--- src/rtl/srw_map.svh ---
// Register indices, reset values and timing counts of the stop recovery and watchdog block.
`ifndef SRW_MAP_SVH
`define SRW_MAP_SVH

// Register indices; the APB byte address is four times the index.
`define SRW_IDX_SMR        8'h0B
`define SRW_IDX_STOP_WAKE_CONFIG_SECOND       8'h0D
`define SRW_IDX_WATCHDOG_MODE_CONFIG      8'h0F

// Reset values of the configuration registers.
`define SRW_SMR_RST        8'h20
`define SRW_STOP_WAKE_CONFIG_SECOND_RST       8'h00
`define SRW_WATCHDOG_MODE_CONFIG_RST      8'h00

// Stop recovery source codes of the first recovery register.
`define SRW_SRC_NONE       3'h0
`define SRW_SRC_P31        3'h2
`define SRW_SRC_P32        3'h3
`define SRW_SRC_P33        3'h4
`define SRW_SRC_P27        3'h5
`define SRW_SRC_NOR_LO     3'h6
`define SRW_SRC_NOR_ALL    3'h7

// Source codes of the second recovery register.
`define SRW_SRC2_NAND_LO   3'h2
`define SRW_SRC2_NAND_ALL  3'h3

// Clock rate and derived counts.
`define SRW_CLK_MHZ        32'h0000_0032
`define SRW_T_POR_US       32'h0000_03E8
`define SRW_T_POR_CYC      (`SRW_T_POR_US * `SRW_CLK_MHZ)
`define SRW_WIN_PROC_CYC   32'h0000_003C
`define SRW_XTAL_PER_PROC  32'h0000_0002
`define SRW_WIN_CYC        (`SRW_WIN_PROC_CYC * `SRW_XTAL_PER_PROC)
`define SRW_T_RC_NS        32'h0000_0190
`define SRW_RC_DIV         ((`SRW_T_RC_NS * `SRW_CLK_MHZ) / 32'h0000_03E8)

// Watchdog tap limits in oscillator ticks.
`define SRW_WDT_TAP0       16'h0100
`define SRW_WDT_TAP1       16'h0200
`define SRW_WDT_TAP2       16'h0400
`define SRW_WDT_TAP3       16'h1000

// Condition flags reported after a watchdog instruction, as z, s, v.
`define SRW_WDT_FLAGS      3'h0

`endif

--- src/rtl/srw_pkg.sv ---
// Types of the stop recovery and watchdog block.
package srw_pkg;

  typedef enum logic [1:0] {ST_RESET, ST_RUN, ST_STOP} srw_state_e;

  typedef struct packed {
    logic       cold_warm;
    logic       level_high;
    logic       por_delay;
    logic [2:0] src;
    logic [1:0] rsvd;
  } srw_smr_s;

  typedef struct packed {
    logic       rsvd7;
    logic       xor_high;
    logic       rsvd5;
    logic [2:0] src;
    logic [1:0] rsvd;
  } srw_stop_wake_config_second_s;

  typedef struct packed {
    logic [3:0] rsvd;
    logic       stop_run;
    logic       halt_run;
    logic [1:0] tap;
  } srw_watchdog_mode_config_s;

endpackage

--- src/rtl/srw_wdog.sv ---
// Retriggerable watchdog counter ticked by the internal oscillator divider.
`timescale 1ns/100ps
`default_nettype none
`include "srw_map.svh"
module srw_wdog (
  input  wire logic       clk,
  input  wire logic       reset,
  input  wire logic       kick,
  input  wire logic       run,
  input  wire logic [1:0] tap,
  output logic            armed,
  output logic            timeout
);

  // The divider has no reset, so it starts from a known phase instead of sitting at unknown.
  logic [15:0] rc_div = 16'h0000;
  logic [15:0] cnt;
  logic [15:0] next_rc_div;
  logic [15:0] next_cnt;
  logic        next_armed;
  logic        next_timeout;
  logic        rc_tick;

  function automatic logic [15:0] tap_limit(input logic [1:0] sel);
    unique case (sel)
      2'h0: tap_limit = `SRW_WDT_TAP0;
      2'h1: tap_limit = `SRW_WDT_TAP1;
      2'h2: tap_limit = `SRW_WDT_TAP2;
      2'h3: tap_limit = `SRW_WDT_TAP3;
    endcase
  endfunction

  always_comb begin
    // Oscillator tick divider.
    // The oscillator runs free of the core reset, so it is not held in reset by the core.
    rc_tick      = (rc_div == 16'(`SRW_RC_DIV - 32'h1));
    next_rc_div  = rc_tick ? 16'h0000 : rc_div + 16'h0001;
    next_armed   = armed;
    next_cnt     = cnt;
    next_timeout = 1'b0;
    if (kick) begin
      next_armed = 1'b1;
      next_cnt   = 16'h0000;
    end else if (armed && run && rc_tick) begin
      if (cnt == tap_limit(tap) - 16'h0001) begin
        next_timeout = 1'b1;
        next_cnt     = 16'h0000;
      end else begin
        next_cnt = cnt + 16'h0001;
      end
    end
  end

  always_ff @(posedge clk) begin
    rc_div <= next_rc_div;
    if (reset) begin
      armed   <= 1'b0;
      cnt     <= 16'h0000;
      timeout <= 1'b0;
    end else begin
      armed   <= next_armed;
      cnt     <= next_cnt;
      timeout <= next_timeout;
    end
  end
endmodule
`default_nettype wire

--- src/rtl/srw_top.sv ---
// Stop mode recovery control, watchdog mode register and reset sequencing with APB access.
// Notes on behaviour
// - Delay bit one inserts power-on delay.
// - Level bit picks high or low wake.
// - Read-only bit shows warm start.
// - Either recovery register source wakes device.
// - Output-configured pins never join wake logic.
// - Second recovery register bits are write-only.
// - Watchdog is retriggerable one-shot resetting core.
// - Watchdog starts on first instruction, refreshes later.
// - Watchdog instruction updates zero, sign, overflow.
// - Watchdog runs from internal oscillator.
// - Mode low bits choose timeout tap.
// - Bits two, three: halt, stop run.
// - Mode writes only within 120-clock window.
// - Later mode writes are ignored.
// - Mode register reads back zero.
// - Mode register sits at index 0Fh.
// - Three-bit field picks first recovery source.
//
// Design decision made here: the APB register port.
`timescale 1ns/100ps
`default_nettype none
`include "srw_map.svh"
module srw_top #(
  parameter int unsigned POR_DELAY_CYCLES = `SRW_T_POR_CYC
) (
  input  wire logic        CLK,
  input  wire logic        RESET,
  input  wire logic        PSEL,
  input  wire logic        PENABLE,
  input  wire logic        PWRITE,
  input  wire logic [9:0]  PADDR,
  input  wire logic [31:0] PWDATA,
  output logic      [31:0] PRDATA,
  output logic             PREADY,
  output logic             PSLVERR,
  input  wire logic [7:0]  P2_IN,
  input  wire logic [7:0]  P2_IS_OUT,
  input  wire logic [2:0]  P3_IN,
  input  wire logic        STOP_REQ,
  input  wire logic        HALT_ACTIVE,
  input  wire logic        EXT_RESET,
  input  wire logic        WDT_INSN,
  output logic             CPU_RESET,
  output logic             IN_STOP,
  output logic             FLAG_WE,
  output logic      [2:0]  FLAG_ZSV
);

  srw_pkg::srw_state_e state;
  srw_pkg::srw_state_e next_state;
  srw_pkg::srw_smr_s   stop_wake_config_first;
  srw_pkg::srw_smr_s   next_smr;
  srw_pkg::srw_stop_wake_config_second_s  stop_wake_config_second;
  srw_pkg::srw_stop_wake_config_second_s  next_stop_wake_config_second;
  srw_pkg::srw_watchdog_mode_config_s watchdog_mode_config;
  srw_pkg::srw_watchdog_mode_config_s next_watchdog_mode_config;
  logic [31:0] rst_cnt;
  logic [31:0] next_rst_cnt;
  logic [7:0]  win_cnt;
  logic [7:0]  next_win_cnt;
  logic        next_cpu_reset;
  logic        next_in_stop;
  logic        next_flag_we;
  logic [2:0]  next_flag_zsv;
  logic [31:0] next_prdata;
  logic        next_pready;
  logic        next_pslverr;
  logic        wdt_armed;
  logic        wdt_timeout;
  logic        wdt_run;
  logic        wdt_reset;
  logic        acc;
  logic        wr_now;
  logic        win_open;
  logic [1:0]  src1;
  logic [1:0]  src2;
  logic        smr_hit;
  logic        stop_wake_config_second_hit;
  logic        wake_hit;

  function automatic logic hits(input logic [9:0] addr, input logic [7:0] idx);
    hits = (addr == {idx, 2'b00});
  endfunction

  // Gate results are {valid, value}; a gate with no input pin left never wakes.
  function automatic logic [1:0] nor_gate(input logic [7:0] pins, input logic [7:0] use_mask);
    nor_gate = {|use_mask, ~|(pins & use_mask)};
  endfunction

  function automatic logic [1:0] nand_gate(input logic [7:0] pins, input logic [7:0] use_mask);
    nand_gate = {|use_mask, ~&(pins | ~use_mask)};
  endfunction

  srw_wdog u_wdog (
    .clk     (CLK),
    .reset   (wdt_reset),
    .kick    (WDT_INSN),
    .run     (wdt_run),
    .tap     (watchdog_mode_config.tap),
    .armed   (wdt_armed),
    .timeout (wdt_timeout)
  );

  assign wdt_reset = RESET || CPU_RESET;

  assign wdt_run = ((state == srw_pkg::ST_RUN) && (!HALT_ACTIVE || watchdog_mode_config.halt_run))
                || ((state == srw_pkg::ST_STOP) && watchdog_mode_config.stop_run);

  always_comb begin
    unique case (stop_wake_config_first.src)
      `SRW_SRC_P31:     src1 = {1'b1, P3_IN[0]};
      `SRW_SRC_P32:     src1 = {1'b1, P3_IN[1]};
      `SRW_SRC_P33:     src1 = {1'b1, P3_IN[2]};
      `SRW_SRC_P27:     src1 = {!P2_IS_OUT[7], P2_IN[7]};
      `SRW_SRC_NOR_LO:  src1 = nor_gate(P2_IN, 8'h0F & ~P2_IS_OUT);
      `SRW_SRC_NOR_ALL: src1 = nor_gate(P2_IN, ~P2_IS_OUT);
      default:          src1 = 2'b00;
    endcase
    unique case (stop_wake_config_second.src)
      `SRW_SRC2_NAND_LO:  src2 = nand_gate(P2_IN, 8'h0F & ~P2_IS_OUT);
      `SRW_SRC2_NAND_ALL: src2 = nand_gate(P2_IN, ~P2_IS_OUT);
      default:            src2 = 2'b00;
    endcase
    smr_hit  = src1[1] && (src1[0] == stop_wake_config_first.level_high);
    stop_wake_config_second_hit = src2[1] && ((src2[0] ^ stop_wake_config_second.xor_high) == stop_wake_config_first.level_high);
    wake_hit = smr_hit || stop_wake_config_second_hit;
  end

  assign acc      = PSEL && PENABLE;
  assign wr_now   = acc && PREADY && PWRITE;
  assign win_open = (state == srw_pkg::ST_RUN) && (win_cnt < 8'(`SRW_WIN_CYC));

  always_comb begin
    next_state    = state;
    next_rst_cnt  = rst_cnt;
    next_win_cnt  = win_cnt;
    next_smr      = stop_wake_config_first;
    next_stop_wake_config_second     = stop_wake_config_second;
    next_watchdog_mode_config    = watchdog_mode_config;
    next_flag_zsv = FLAG_ZSV;
    next_flag_we  = WDT_INSN && (state == srw_pkg::ST_RUN);
    if (next_flag_we) begin
      next_flag_zsv = `SRW_WDT_FLAGS;
    end
    unique case (state)
      srw_pkg::ST_RESET: begin
        if (rst_cnt == 32'h0000_0000) begin
          next_state   = srw_pkg::ST_RUN;
          next_win_cnt = 8'h00;
        end else begin
          next_rst_cnt = rst_cnt - 32'h0000_0001;
        end
      end
      srw_pkg::ST_RUN: begin
        if (win_open) begin
          next_win_cnt = win_cnt + 8'h01;
        end
        if (STOP_REQ) begin
          next_state = srw_pkg::ST_STOP;
        end
      end
      srw_pkg::ST_STOP: begin
        if (wake_hit) begin
          next_smr.cold_warm = 1'b1;
          if (stop_wake_config_first.por_delay) begin
            next_state   = srw_pkg::ST_RESET;
            next_rst_cnt = 32'(POR_DELAY_CYCLES - 32'h1);
          end else begin
            next_state   = srw_pkg::ST_RUN;
            next_win_cnt = 8'h00;
          end
        end
      end
    endcase
    if (wr_now && hits(PADDR, `SRW_IDX_SMR)) begin
      next_smr.level_high = PWDATA[6];
      next_smr.por_delay  = PWDATA[5];
      next_smr.src        = PWDATA[4:2];
    end
    if (wr_now && hits(PADDR, `SRW_IDX_STOP_WAKE_CONFIG_SECOND)) begin
      next_stop_wake_config_second.xor_high = PWDATA[6];
      next_stop_wake_config_second.src      = PWDATA[4:2];
    end
    if (wr_now && hits(PADDR, `SRW_IDX_WATCHDOG_MODE_CONFIG) && win_open) begin
      next_watchdog_mode_config.stop_run = PWDATA[3];
      next_watchdog_mode_config.halt_run = PWDATA[2];
      next_watchdog_mode_config.tap      = PWDATA[1:0];
    end
    if (EXT_RESET || wdt_timeout) begin
      next_state         = srw_pkg::ST_RESET;
      next_rst_cnt       = 32'(POR_DELAY_CYCLES - 32'h1);
      next_smr.cold_warm = 1'b0;
    end
    next_cpu_reset = (next_state == srw_pkg::ST_RESET);
    next_in_stop   = (next_state == srw_pkg::ST_STOP);
  end

  always_ff @(posedge CLK) begin
    if (RESET) begin
      state     <= srw_pkg::ST_RESET;
      rst_cnt   <= 32'(POR_DELAY_CYCLES - 32'h1);
      win_cnt   <= 8'h00;
      stop_wake_config_first       <= `SRW_SMR_RST;
      stop_wake_config_second      <= `SRW_STOP_WAKE_CONFIG_SECOND_RST;
      watchdog_mode_config     <= `SRW_WATCHDOG_MODE_CONFIG_RST;
      CPU_RESET <= 1'b1;
      IN_STOP   <= 1'b0;
      FLAG_WE   <= 1'b0;
      FLAG_ZSV  <= 3'h0;
    end else begin
      state     <= next_state;
      rst_cnt   <= next_rst_cnt;
      win_cnt   <= next_win_cnt;
      stop_wake_config_first       <= next_smr;
      stop_wake_config_second      <= next_stop_wake_config_second;
      watchdog_mode_config     <= next_watchdog_mode_config;
      CPU_RESET <= next_cpu_reset;
      IN_STOP   <= next_in_stop;
      FLAG_WE   <= next_flag_we;
      FLAG_ZSV  <= next_flag_zsv;
    end
  end

  // One wait state keeps every APB output a flip-flop at the cost of a cycle per access.
  always_comb begin
    next_pready  = acc && !PREADY;
    next_pslverr = 1'b0;
    next_prdata  = PRDATA;
    if (acc && !PREADY) begin
      next_pslverr = !(hits(PADDR, `SRW_IDX_SMR) || hits(PADDR, `SRW_IDX_STOP_WAKE_CONFIG_SECOND)
                    || hits(PADDR, `SRW_IDX_WATCHDOG_MODE_CONFIG));
      if (!PWRITE && hits(PADDR, `SRW_IDX_SMR)) begin
        next_prdata = {24'h000000, stop_wake_config_first.cold_warm, stop_wake_config_first.level_high, stop_wake_config_first.por_delay, stop_wake_config_first.src, 2'b00};
      end else begin
        next_prdata = 32'h0000_0000;
      end
    end
  end

  always_ff @(posedge CLK) begin
    if (RESET) begin
      PRDATA  <= 32'h0000_0000;
      PREADY  <= 1'b0;
      PSLVERR <= 1'b0;
    end else begin
      PRDATA  <= next_prdata;
      PREADY  <= next_pready;
      PSLVERR <= next_pslverr;
    end
  end
endmodule
`default_nettype wire

--- config.mk ---
export PLATFORM = sky130hd
export DESIGN_NAME = srw_top
export DESIGN_NICKNAME = d
export VERILOG_FILES = /design/src/rtl/srw_pkg.sv /design/src/rtl/srw_wdog.sv /design/src/rtl/srw_top.sv
export VERILOG_INCLUDE_DIRS = /design/src /design/src/rtl
export SDC_FILE = /design/constraint.sdc
export NUM_CORES = 1
export LEC_CHECK = 0
export ABC_AREA = 1
export BUFFER_PORTS_ARGS = -buffer_cell sky130_fd_sc_hd__buf_2
export CORE_ASPECT_RATIO = 0.75
export CORE_UTILIZATION = 30
export CTS_CLUSTER_DIAMETER = 200
export DETAILED_ROUTE_END_ITERATION = 7
export PLACE_DENSITY = 0.51
export REMOVE_ABC_BUFFERS = 1
export SLEW_MARGIN = 20
export SYNTH_ARGS = -nofsm -noshare
export SYNTH_HDL_FRONTEND = slang
export SYNTH_HIERARCHICAL = 1
export SYNTH_SLANG_ARGS = --single-unit
--- constraint.sdc ---
create_clock -name CLK -period 3.1 [get_ports CLK]
set_input_delay 0.62 -clock CLK [delete_from_list [all_inputs] [get_ports CLK]]
set_output_delay 0.62 -clock CLK [all_outputs]
set_load 0.02 [all_outputs]
# After elaboration in Yosys (flattened, before gate mapping)
# Index checks and enable logic that the tools add are counted.
[word_totals]
register_bits = 127
in_bits = 70
out_inout_bits = 40
elab_cells = 139
[classes]
addsub = 5
n_lt_le_gt_ge = 1
n_eq_ne = 27
mux = 23
n_bitwise = 10
reduce_logical = 51
[ops]
columns = ["op", "count"]
rows = [
  ["two-way mux 32 bit", 3],
  ["case mux 16 bit (4 select lines)", 1],
  ["case mux 32 bit (2 select lines)", 1],
  ["two-way mux 16 bit", 3],
  ["two-way mux 8 bit", 5],
  ["adder 16 x 1 -> 16 bit, second input constant", 2],
  ["logical NOT 32 bit", 1],
  ["subtractor 32 x 1 -> 32 bit, second input constant", 1],
  ["== test 10 x 6 -> 1 bit, second input constant", 3],
  ["case mux 8 bit (3 select lines)", 1],
  ["OR reduction 8 bit", 3],
  ["logical AND 1 bit", 17],
  ["== test 16 bit", 1],
  ["== test 16 x 5 -> 1 bit, second input constant", 1],
  ["NOT 8 bit", 2],
  ["OR 8 bit", 2],
  ["AND reduction 8 bit", 2],
  ["subtractor 16 x 1 -> 16 bit, second input constant", 1],
  ["== test 3 x 2 -> 1 bit, second input constant", 4],
  ["== test 3 bit, second input constant", 4],
  ["!= test 2 bit, second input constant", 6],
  ["case mux 2 bit (6 select lines)", 1],
  ["logical NOT 1 bit", 9],
  ["adder 8 x 1 -> 8 bit, second input constant", 1],
  ["21 further kinds", 42],
]

# Depth between registers and ports, before layout
# Gate-level depths: netlist of run 1.
[depth]
word_depth = 14
ltp_mapped = 15
ltp_nobuf = 15

# By module
# Netlist of run 1, hierarchy kept.
[by_module_without_submodules]
columns = ["module", "n_inst", "cells_per_inst", "area_per_inst_um2", "seq_area_each_um2"]
rows = [
  ["srw_top", 1, 656, 4240.3, 1341.3],
  ["srw_wdog", 1, 281, 1814.2, 680.7],
]

# Worst setup path before layout of run 1
# OpenSTA, ideal clock, no wires.
[synth_path]
path_kind = "register to register"
start = "reg state[0]"
end = "reg u_wdog.cnt[12]"
setup_time_ps = 120
t_arrival_ps = 1980
required_time_ps = 2980
slack_ps = 1000
path_stages_with_launch = 12
path_buffers = 2
period_less_slack_ps = 2100
cell_sequence = "dfxtp_1 -> inv_1 -> ha_1 -> clkbuf_1 -> clkbuf_1 -> nand2_1 -> nand2_1 -> nand2_1 -> nor2_2 -> inv_1 -> nand2_1 -> a21oi_1"
[synth_via]
elab_chain_cells = 5
elab_cells_between_ends = 7
cone_classes = "eq/ne (2); reduce/logical (5)"
[synth_rtl]
columns = ["element", "line", "source"]
rows = [
  ["start: declaration", "srw_top.sv:51", "srw_pkg::srw_state_e state;"],
  ["start signal: assignment", "srw_top.sv:202", "state <= srw_pkg::ST_RESET;"],
  ["start signal: assignment", "srw_top.sv:213", "state <= next_state;"],
  ["== test 2 x 1 -> 1 bit / == test 2 bit (equally long branches)", "srw_top.sv:108, srw_top.sv:109", ""],
  ["logical AND 1 bit (on tied branches)", "srw_top.sv:108, srw_top.sv:109", ""],
  ["logical OR 1 bit *", "srw_top.sv:109", "|| ((state == srw_pkg::ST_STOP) && watchdog_mode_config.stop_run);"],
  ["named net wdt_run", "srw_top.sv:72", "logic wdt_run;"],
  ["logical AND 1 bit * (2 in a row)", "srw_wdog.sv:44", "end else if (armed && run && rc_tick) begin"],
  ["end signal: assignment", "srw_wdog.sv:62", "cnt <= next_cnt;"],
  ["end: declaration", "srw_wdog.sv:17", "logic [15:0] cnt;"],
]
# Mark *: on every way through the listed nets, which the timed path passes. The rest lies on a longest branch.
# A chain may end at the register's enable or synchronous reset.

# Worst setup path after layout of run 1
[layout_path]
start = "reg rst_cnt[0]"
end = "reg rst_cnt[31]"
[layout_via]
elab_chain_cells = 3
elab_cells_between_ends = 6
cone_classes = "add/sub (1); eq/ne (1); mux (2); reduce/logical (2)"
[layout_rtl]
columns = ["element", "line", "source"]
rows = [
  ["start: declaration", "srw_top.sv:59", "logic [31:0] rst_cnt;"],
  ["start signal: assignment", "srw_top.sv:203", "rst_cnt <= 32'(POR_DELAY_CYCLES - 32'h1);"],
  ["start signal: assignment", "srw_top.sv:214", "rst_cnt <= next_rst_cnt;"],
  ["subtractor 32 x 1 -> 32 bit / logical NOT 32 bit (equally long branches)", "srw_top.sv:153, srw_top.sv:149", ""],
  ["two-way mux 32 bit / != test 2 bit (equally long branches)", "n/a", ""],
  ["case mux 32 bit (2 select lines) / AND reduction 4 bit (equally long branches)", "n/a", ""],
]
# Several ways; a longest one is shown, not always the timed one. The select of a mux whose other input is x is not followed.

==> run summary, run 1 <==
Status -> finished with violations
Failing checks -> design-rule violations
Worst path depth -> 11
Initial Util -> 31.0%
RSZ-0062 raised after global routing -> no
H-Tree Depth -> 3
Most common cell on crit path -> inv_2
Req. time, crit path -> 3390 ps
Cell family with most CP delay -> simple AND/OR/NAND/NOR gates
FF+latch area -> 2020 sq um
1st-iter DRT viols -> 308
Filler Cell Count -> 2164
I/O pin count -> 110
IO buf count -> 55
Die width -> 166 microns
WS Path Type -> reg -> reg
R2R Setup Slk -> 480 ps
Clock latency at the later pin of the worst-skew pair -> 360 ps
Multi-input logic area -> 3490 sq um
Core Area -> 19500 sq um
TNS Setup -> 0 ps
Seq/Total Area, Yosys -> 33.4%
Final hold violation count -> 0
Largest stage delay, worst path -> 430 ps
PD cells -> 387 nW/um^2
Post-CTS resize count -> 0
Synth top area cells -> dfxtp_1 (33%), nand2_1 (15%), nor2_1 (10%)
Slew Viols, Final -> 0
Worst-path clk slew -> 70 ps
Cell taking the most area after synthesis -> dfxtp_1
Via count -> 5679
Pleak -> 0.00281 uW
Total CTS buffers -> 9
Total GRT Usage -> 15.0%
Synth top area share -> 33.4%
Die span in y -> 125 microns
Worst R2R Start -> rst_cnt[0]
P&R area growth vs syn -> 11.8%
Final ANT Viol Nets -> 0
CP endpoint kind -> flip-flop
Post-synth cell types -> 34
Hold crit path type -> reg -> reg
Most frequent cells in the layout -> nand2_1 (238), nor2_1 (166), dfxtp_1 (101)
Syn avg cell area -> 6.46 sq um
Die area -> 20800 sq um
Drt total wl -> 14900 microns
Initial antenna violation count -> 0
Vias/cell -> 4.56
Root buffer cell -> clkbuf_16
Synth warn -> 6
Final Skew -> 15.0 ps
Number of global-route vias before repair -> 5149
Inst Count DP -> 1230
Slew HR -> 52.0%
Crit start category -> flip-flop
Critical-path cell list -> inv_1 -> ha_1 -> nand2_2 -> inv_2 -> nand4_1 -> o21a_1 -> o21bai_4 -> nand3_4 -> inv_2 -> nand2_1 -> a21oi_1
Fmax -> 381 MHz
Final Setup Violations -> 0
HP Start -> u_wdog/rc_div[0]
Nets -> 1065
Grt total ovfl -> 0
Seq cells post-synth -> 101
CP bufs+invs -> 3
Postcts setup bufs -> 0
Synth Cell Area -> 6050 sq um
CTS Hold Bufs -> 0
TritonCTS clock tree -> built
Minimum clock period -> 2620 ps
Critical Path AT -> 2910 ps
Max Cap Viol -> 0
WL/cell -> 12.0 microns
Worst vdd ir -> 218 uV
Tcrit/Tclk final -> 84.6%
FP Rows -> 44
N_diodes -> 0
Largest net degree at the start of global routing -> 31
Longest Clk Path Bufs -> 2
Syn Inst Count -> 937
GP Congestion -> 0.815
First-pass GRT wire length -> 25500 microns
Slowest-stage cell, CP -> nand3_4
Residual DRC -> 3
R2R cell count -> 11
Commonest non-fill, non-tap cell in the layout -> nand2_1
Crit Path Max Fanout -> 27
Share of cells above drive strength 1 -> 11.1%
Post-route insts no fill -> 1246
Worst slew pin tran -> 718 ps
Total clock sinks -> 101
CP Launch Point -> rst_cnt[0]
DRT Pass-1 Iters -> 7
Final HPWL DP -> 11200 microns
Hold Path Cell Cnt -> 1
## state kept, by name (all words and copies together) (netlist names), 2 cells and up
name and count:
state 2, u_wdog/cnt 16, watchdog_mode_config 4, win_cnt 8, stop_wake_config_first 6, PRDATA 6, u_wdog/rc_div 16, stop_wake_config_second 4
rst_cnt 32
## worst paths after layout
check / endpoint
max: rst_cnt[31]
min: u_wdog/rc_div[0]
max reg2reg: rst_cnt[31]
min reg2reg: u_wdog/rc_div[0]
## kinds of logic after synthesis
logic type,Yosys count,share of synthesized area [%]
adder cells (fa/ha/maj),7,1.45
flip-flops,101,33.4
XOR/XNOR,38,5.50
other,1,0.0619
buffers and inverters,133,10.7
AND/OR/NAND/NOR,565,40.9
AO/OA/AOI/OAI,92,8.00
## final cells by class
type	instances	area share (%)
tap	253	4.68
sequential	101	29.9
inverter	84	4.66
timing repair buffer	61	4.73
clock buffer	10	3.38
clock inverter	6	1.18
multi-input combinational	731	51.5
## cells in the mapped netlist
cell type	count
conb_1	1
nor4_2	1
ha_1	7
xor2_1	32
nand2_1	238
or2_2	11
nand3_2	3
nand4_1	50
nand3_1	66
inv_2	6
a21oi_1	66
a31oi_1	2
nand2_2	3
nor3_1	13
buf_6	5
o21a_1	1
nor2_2	5
o21ai_0	19
o22ai_1	2
nor3_2	1
clkbuf_1	13
nand3b_1	3
o21bai_1	1
clkinv_1	1
buf_4	30
nor3b_1	2
buf_2	1
nor2_4	2
inv_1	77
nand3_4	1
nor2_1	166
o21bai_4	1
dfxtp_1	101
xnor2_1	6
## power by group
| group | leakage [uW] | internal [uW] | switching [uW] | total [uW] |
|---|---|---|---|---|
| clock | 0.000149 | 646 | 557 | 1200 |
| sequential | 0.000814 | 1300 | 1.66 | 1300 |
| combinational | 0.00184 | 35.3 | 83.4 | 119 |
## layer usage
layer  vias to the layer above  part of all wire, %  global-route usage [%]
met4                         0                 0.55                    2.64
met1                      2495                   57                    23.0
met5                         -                    0                       0
met2                       103                   39                    21.2
met3                         7                  3.8                    3.32
li1                       3074                    -                       -
## per-stage QoR
step           power (uW)  setup WS [ps]  util [%]  hold slack (ps)  instance area [sq um]
3_3_place_gp         1450            473      33.1              432                   6460
5_1_grt              2730            218      34.6              482                   6770
3_5_place_dp         1450            453      33.1              442                   6460
4_1_cts              2660            439      34.6              456                   6770
2_1_floorplan        1400            634         -              418                   5820
6_report             2620            477      34.6              451                   6770
Power figures use the tool's default switching activity.
==> run 2: changes to the inputs <==
--- a/config.mk
+++ b/config.mk
@@ -6,13 +6,13 @@
 export SDC_FILE = /design/constraint.sdc
 export NUM_CORES = 1
 export LEC_CHECK = 0
-export ABC_AREA = 1
+export ABC_AREA = 0
 export BUFFER_PORTS_ARGS = -buffer_cell sky130_fd_sc_hd__buf_2
 export CORE_ASPECT_RATIO = 0.75
 export CORE_UTILIZATION = 30
 export CTS_CLUSTER_DIAMETER = 200
 export DETAILED_ROUTE_END_ITERATION = 7
-export PLACE_DENSITY = 0.51
+export PLACE_DENSITY = 0.54
 export REMOVE_ABC_BUFFERS = 1
 export SLEW_MARGIN = 20
 export SYNTH_ARGS = -nofsm -noshare
==> constraint.sdc (replaced) <==
create_clock -name CLK -period 2.2 [get_ports CLK]
set_input_delay 0.44 -clock CLK [delete_from_list [all_inputs] [get_ports CLK]]
set_output_delay 0.44 -clock CLK [all_outputs]
set_load 0.02 [all_outputs]
==> run summary, run 2 <==
Status -> finished with violations
Failing checks -> negative setup slack
Synth top area share -> 38.2% (+4.9 points)
Seq cells post-synth -> 101 (unchanged)
Post-synth top cells -> dfxtp_1 (101), nor2_1 (53), nand2_1 (33), a21oi_1 (31), buf_4 (30)
Setup ws final -> -296 ps (-774 ps)
Die area -> 18200 sq um (-13%)
Residual DRC -> 0 (-3)
Worst path depth -> 10 (-1)
Top_reg_cell synth -> dfxtp_1
1st-iter DRT viols -> 195 (-37%)
Vias/cell -> 4.87 (+6.8%)
Post-synth EDFFs -> 0 (unchanged)
Clock latency at the later pin of the worst-skew pair -> 350 ps (about the same)
Synth Cell Area -> 5290 sq um (-13%)
Sw Ratio -> 24.0% (-0.51 points)
First-pass GRT wire length -> 20700 microns (-19%)
Cell family with most CP delay -> compound AO/OA/AOI/OAI gates
Post-synth ARST share -> 0% (unchanged)
Initial antenna violation count -> 0 (unchanged)
Clk network pwr share -> 43.3% (-2.6 points)
HP Start -> PWDATA[5]
FP Rows -> 41 (-6.8%)
Core Area -> 17000 sq um (-13%)
Critical Path AT -> 2770 ps (-140 ps)
Critical-path cell list -> buf_6 -> nor2b_4 -> o41a_1 -> o32ai_2 -> o211a_4 -> o221ai_4 -> buf_12 -> buf_16 -> or4_4 -> a21oi_2
Fmax -> 401 MHz
Synth top area cells -> dfxtp_1 (38%), buf_4 (4.3%), xnor2_1 (4.0%)
Nets -> 800 (-25%)
Total CTS buffers -> 9 (unchanged)
P_int -> 2710 uW (+37%)
Final ANT Viol Nets -> 0 (unchanged)
Worst vdd ir -> 286 uV (+32%)
CP Launch Point -> P2_IN[6]
TNS Setup -> -9390 ps (-9390 ps)
Critical Path End -> rst_cnt[24]
Pleak -> 0.00258 uW (-8.0%)
Flop pwr share -> 51.4% (+1.8 points)
TritonCTS clock tree -> built
Req. time, crit path -> 2470 ps (-920 ps)
Largest Register -> rst_cnt
Combinational Power Share -> 5.3% (+0.8 points)
Largest net degree at the start of global routing -> 32 (+3.2%)
Seq/Total Area, Yosys -> 38.2% (+4.9 points)
H-Tree Depth -> 3 (unchanged)
Root buffer cell -> clkbuf_16
Final Skew -> 13.0 ps (-2.00 ps)
Count leader, synth -> dfxtp_1
Synth warn -> 6 (unchanged)
WS Path Type -> in -> reg
RSZ-0062 raised after global routing -> yes
N_diodes -> 0 (unchanged)
Grt total ovfl -> 0 (unchanged)
GP Congestion -> 0.830 (+1.9%)
Number of global-route vias before repair -> 4415 (-14%)
IO buf count -> 55 (unchanged)
Most frequent cells in the layout -> dfxtp_1 (100), buf_4 (73), nor2_1 (53), buf_2 (53), nand2_1 (32)
I/O pin count -> 110 (unchanged)
Slowest-stage cell, CP -> or4_4
Cell taking the most area after synthesis -> dfxtp_1
R2R Setup Slk -> -260 ps (-740 ps)
WL/cell -> 13.6 microns (+13%)
Final HPWL DP -> 8900 microns (-21%)
Syn Inst Count -> 597 (-36%)
Die width -> 155 microns (-6.5%)
Largest stage delay, worst path -> 510 ps (+80 ps)
Worst-path clk slew -> 70 ps (about the same)
CP endpoint kind -> flip-flop
Crit start category -> input port
Biggest regs -> rst_cnt (32), u_wdog/cnt (16), u_wdog/rc_div (16)
CTS Hold Bufs -> 0 (unchanged)
P_sw -> 855 uW (+33%)
Post-synth cell types -> 71 (+110%)
Crit Path Max Fanout -> 6 (-78%)
Share of cells above drive strength 1 -> 33.1% (+22 points)
Commonest non-fill, non-tap cell in the layout -> dfxtp_1
Total GRT Usage -> 14.0% (-1.0 points)
Via count -> 4692 (-17%)
Max FFs per register -> 32 (unchanged)
P&R area growth vs syn -> 32.0%
Drt total wl -> 13100 microns (-12%)
Worst R2R Start -> rst_cnt[23]
Max Cap Viol -> 0 (unchanged)
PD cells -> 511 nW/um^2 (+32%)
Worst r2r dst -> rst_cnt[31]
CP bufs+invs -> 3 (unchanged)
Initial Util -> 31.0% (+0.059 points)
Post-layout total power -> 3570 uW (+36%)
Final hold violation count -> 0 (unchanged)
Tcrit/Tclk final -> 113%
Final Setup Violations -> 43 (+43)
Total clock sinks -> 101 (unchanged)
Syn avg cell area -> 8.85 sq um (+37%)
Die span in y -> 117 microns (-6.5%)
DRT Pass-1 Iters -> 4 (-3)
R2R cell count -> 9 (-2)
Longest Clk Path Bufs -> 2 (unchanged)
Minimum clock period -> 2500 ps
Slew Viols, Final -> 0 (unchanged)
Hold crit path type -> in -> reg
run 2: cell types whose count changed after synthesis, sizes merged, moves of 18 or more:
| cell | delta |
|---|---|
| a21oi | -35 |
| inv | -62 |
| nand2 | -205 |
| nand3 | -54 |
| nand4 | -38 |
| nor2 | -119 |
| o31ai | +19 |
| or3 | +22 |
| or4 | +19 |
| xnor2 | +18 |
| xor2 | -24 |
run 2: worst min path at each step:
stage / to / slack [ps] / cells after the start
6_report: stop_wake_config_first[5] / 310 / 2
2_1_floorplan: win_cnt[7] / 430 / 1
5_1_grt: stop_wake_config_first[5] / 310 / 2
4_1_cts: stop_wake_config_first[5] / 300 / 2
3_3_place_gp: win_cnt[7] / 450 / 1
3_5_place_dp: win_cnt[4] / 470 / 1
run 2: kinds of logic after synthesis:
logic type	count (synthesis)	synth area share [%]
other	1	0.0709
buffers and inverters	77	8.88
multiplexers	15	2.84
AO/OA/AOI/OAI	120	16.8
XOR/XNOR	32	5.30
flip-flops	101	38.2
AND/OR/NAND/NOR	244	26.2
adder cells (fa/ha/maj)	7	1.66
run 2: layout make-up:
| type | count | area, sq um |
|---|---|---|
| clock buffers | 11 | 243 |
| inverters | 21 | 78.8 |
| clock inverters | 5 | 42.5 |
| fillers | 1703 | 10100 |
| flip-flops and latches | 101 | 2020 |
| multi-input cells | 447 | 3160 |
| well taps | 236 | 295 |
| repair buffers | 143 | 1130 |
run 2: per-stage QoR:
| step | hold slack, ps | setup slack (ps) | cells | util [%] | instance area [sq um] |
|---|---|---|---|---|---|
| after floorplan | 431 | -581 | 569 | - | 5000 |
| after global placement | 451 | -468 | 930 | 36.0 | 6130 |
| after detailed placement | 470 | -512 | 930 | 36.0 | 6130 |
| after CTS | 300 | -249 | 956 | 39.0 | 6650 |
| after global routing | 310 | -348 | 964 | 41.0 | 6980 |
| final | 312 | -296 | 964 | 41.0 | 6980 |
run 2: power by group through the flow:
stage	Sequential, uW	Clock [uW]	Combinational, uW
after CTS	1830	1580	183
final	1830	1540	190
after global routing	1830	1650	207
after global placement	1870	0	175
after floorplan	1880	0	81.9
after detailed placement	1870	0	179
run 2: what timing repair did:
| item | in CTS | in global routing |
|---|---|---|
| cloned | 3 | 3 |
| buffers inserted | 7 | 5 |
| gates resized for setup | 26 | 46 |
| pin swaps | 14 | 27 |
| setup endpoints to repair | 60 | 61 |
run 2: routing by layer:
layer | track usage (%) | vias up | wire (microns)
met2 | 24.0 | 72 | 6160
met3 | 2.69 | 12 | 421
met4 | 3.46 | 0 | 116
met1 | 18.3 | 2230 | 6380
li1 | - | 2378 | -
met5 | 0 | - | 0
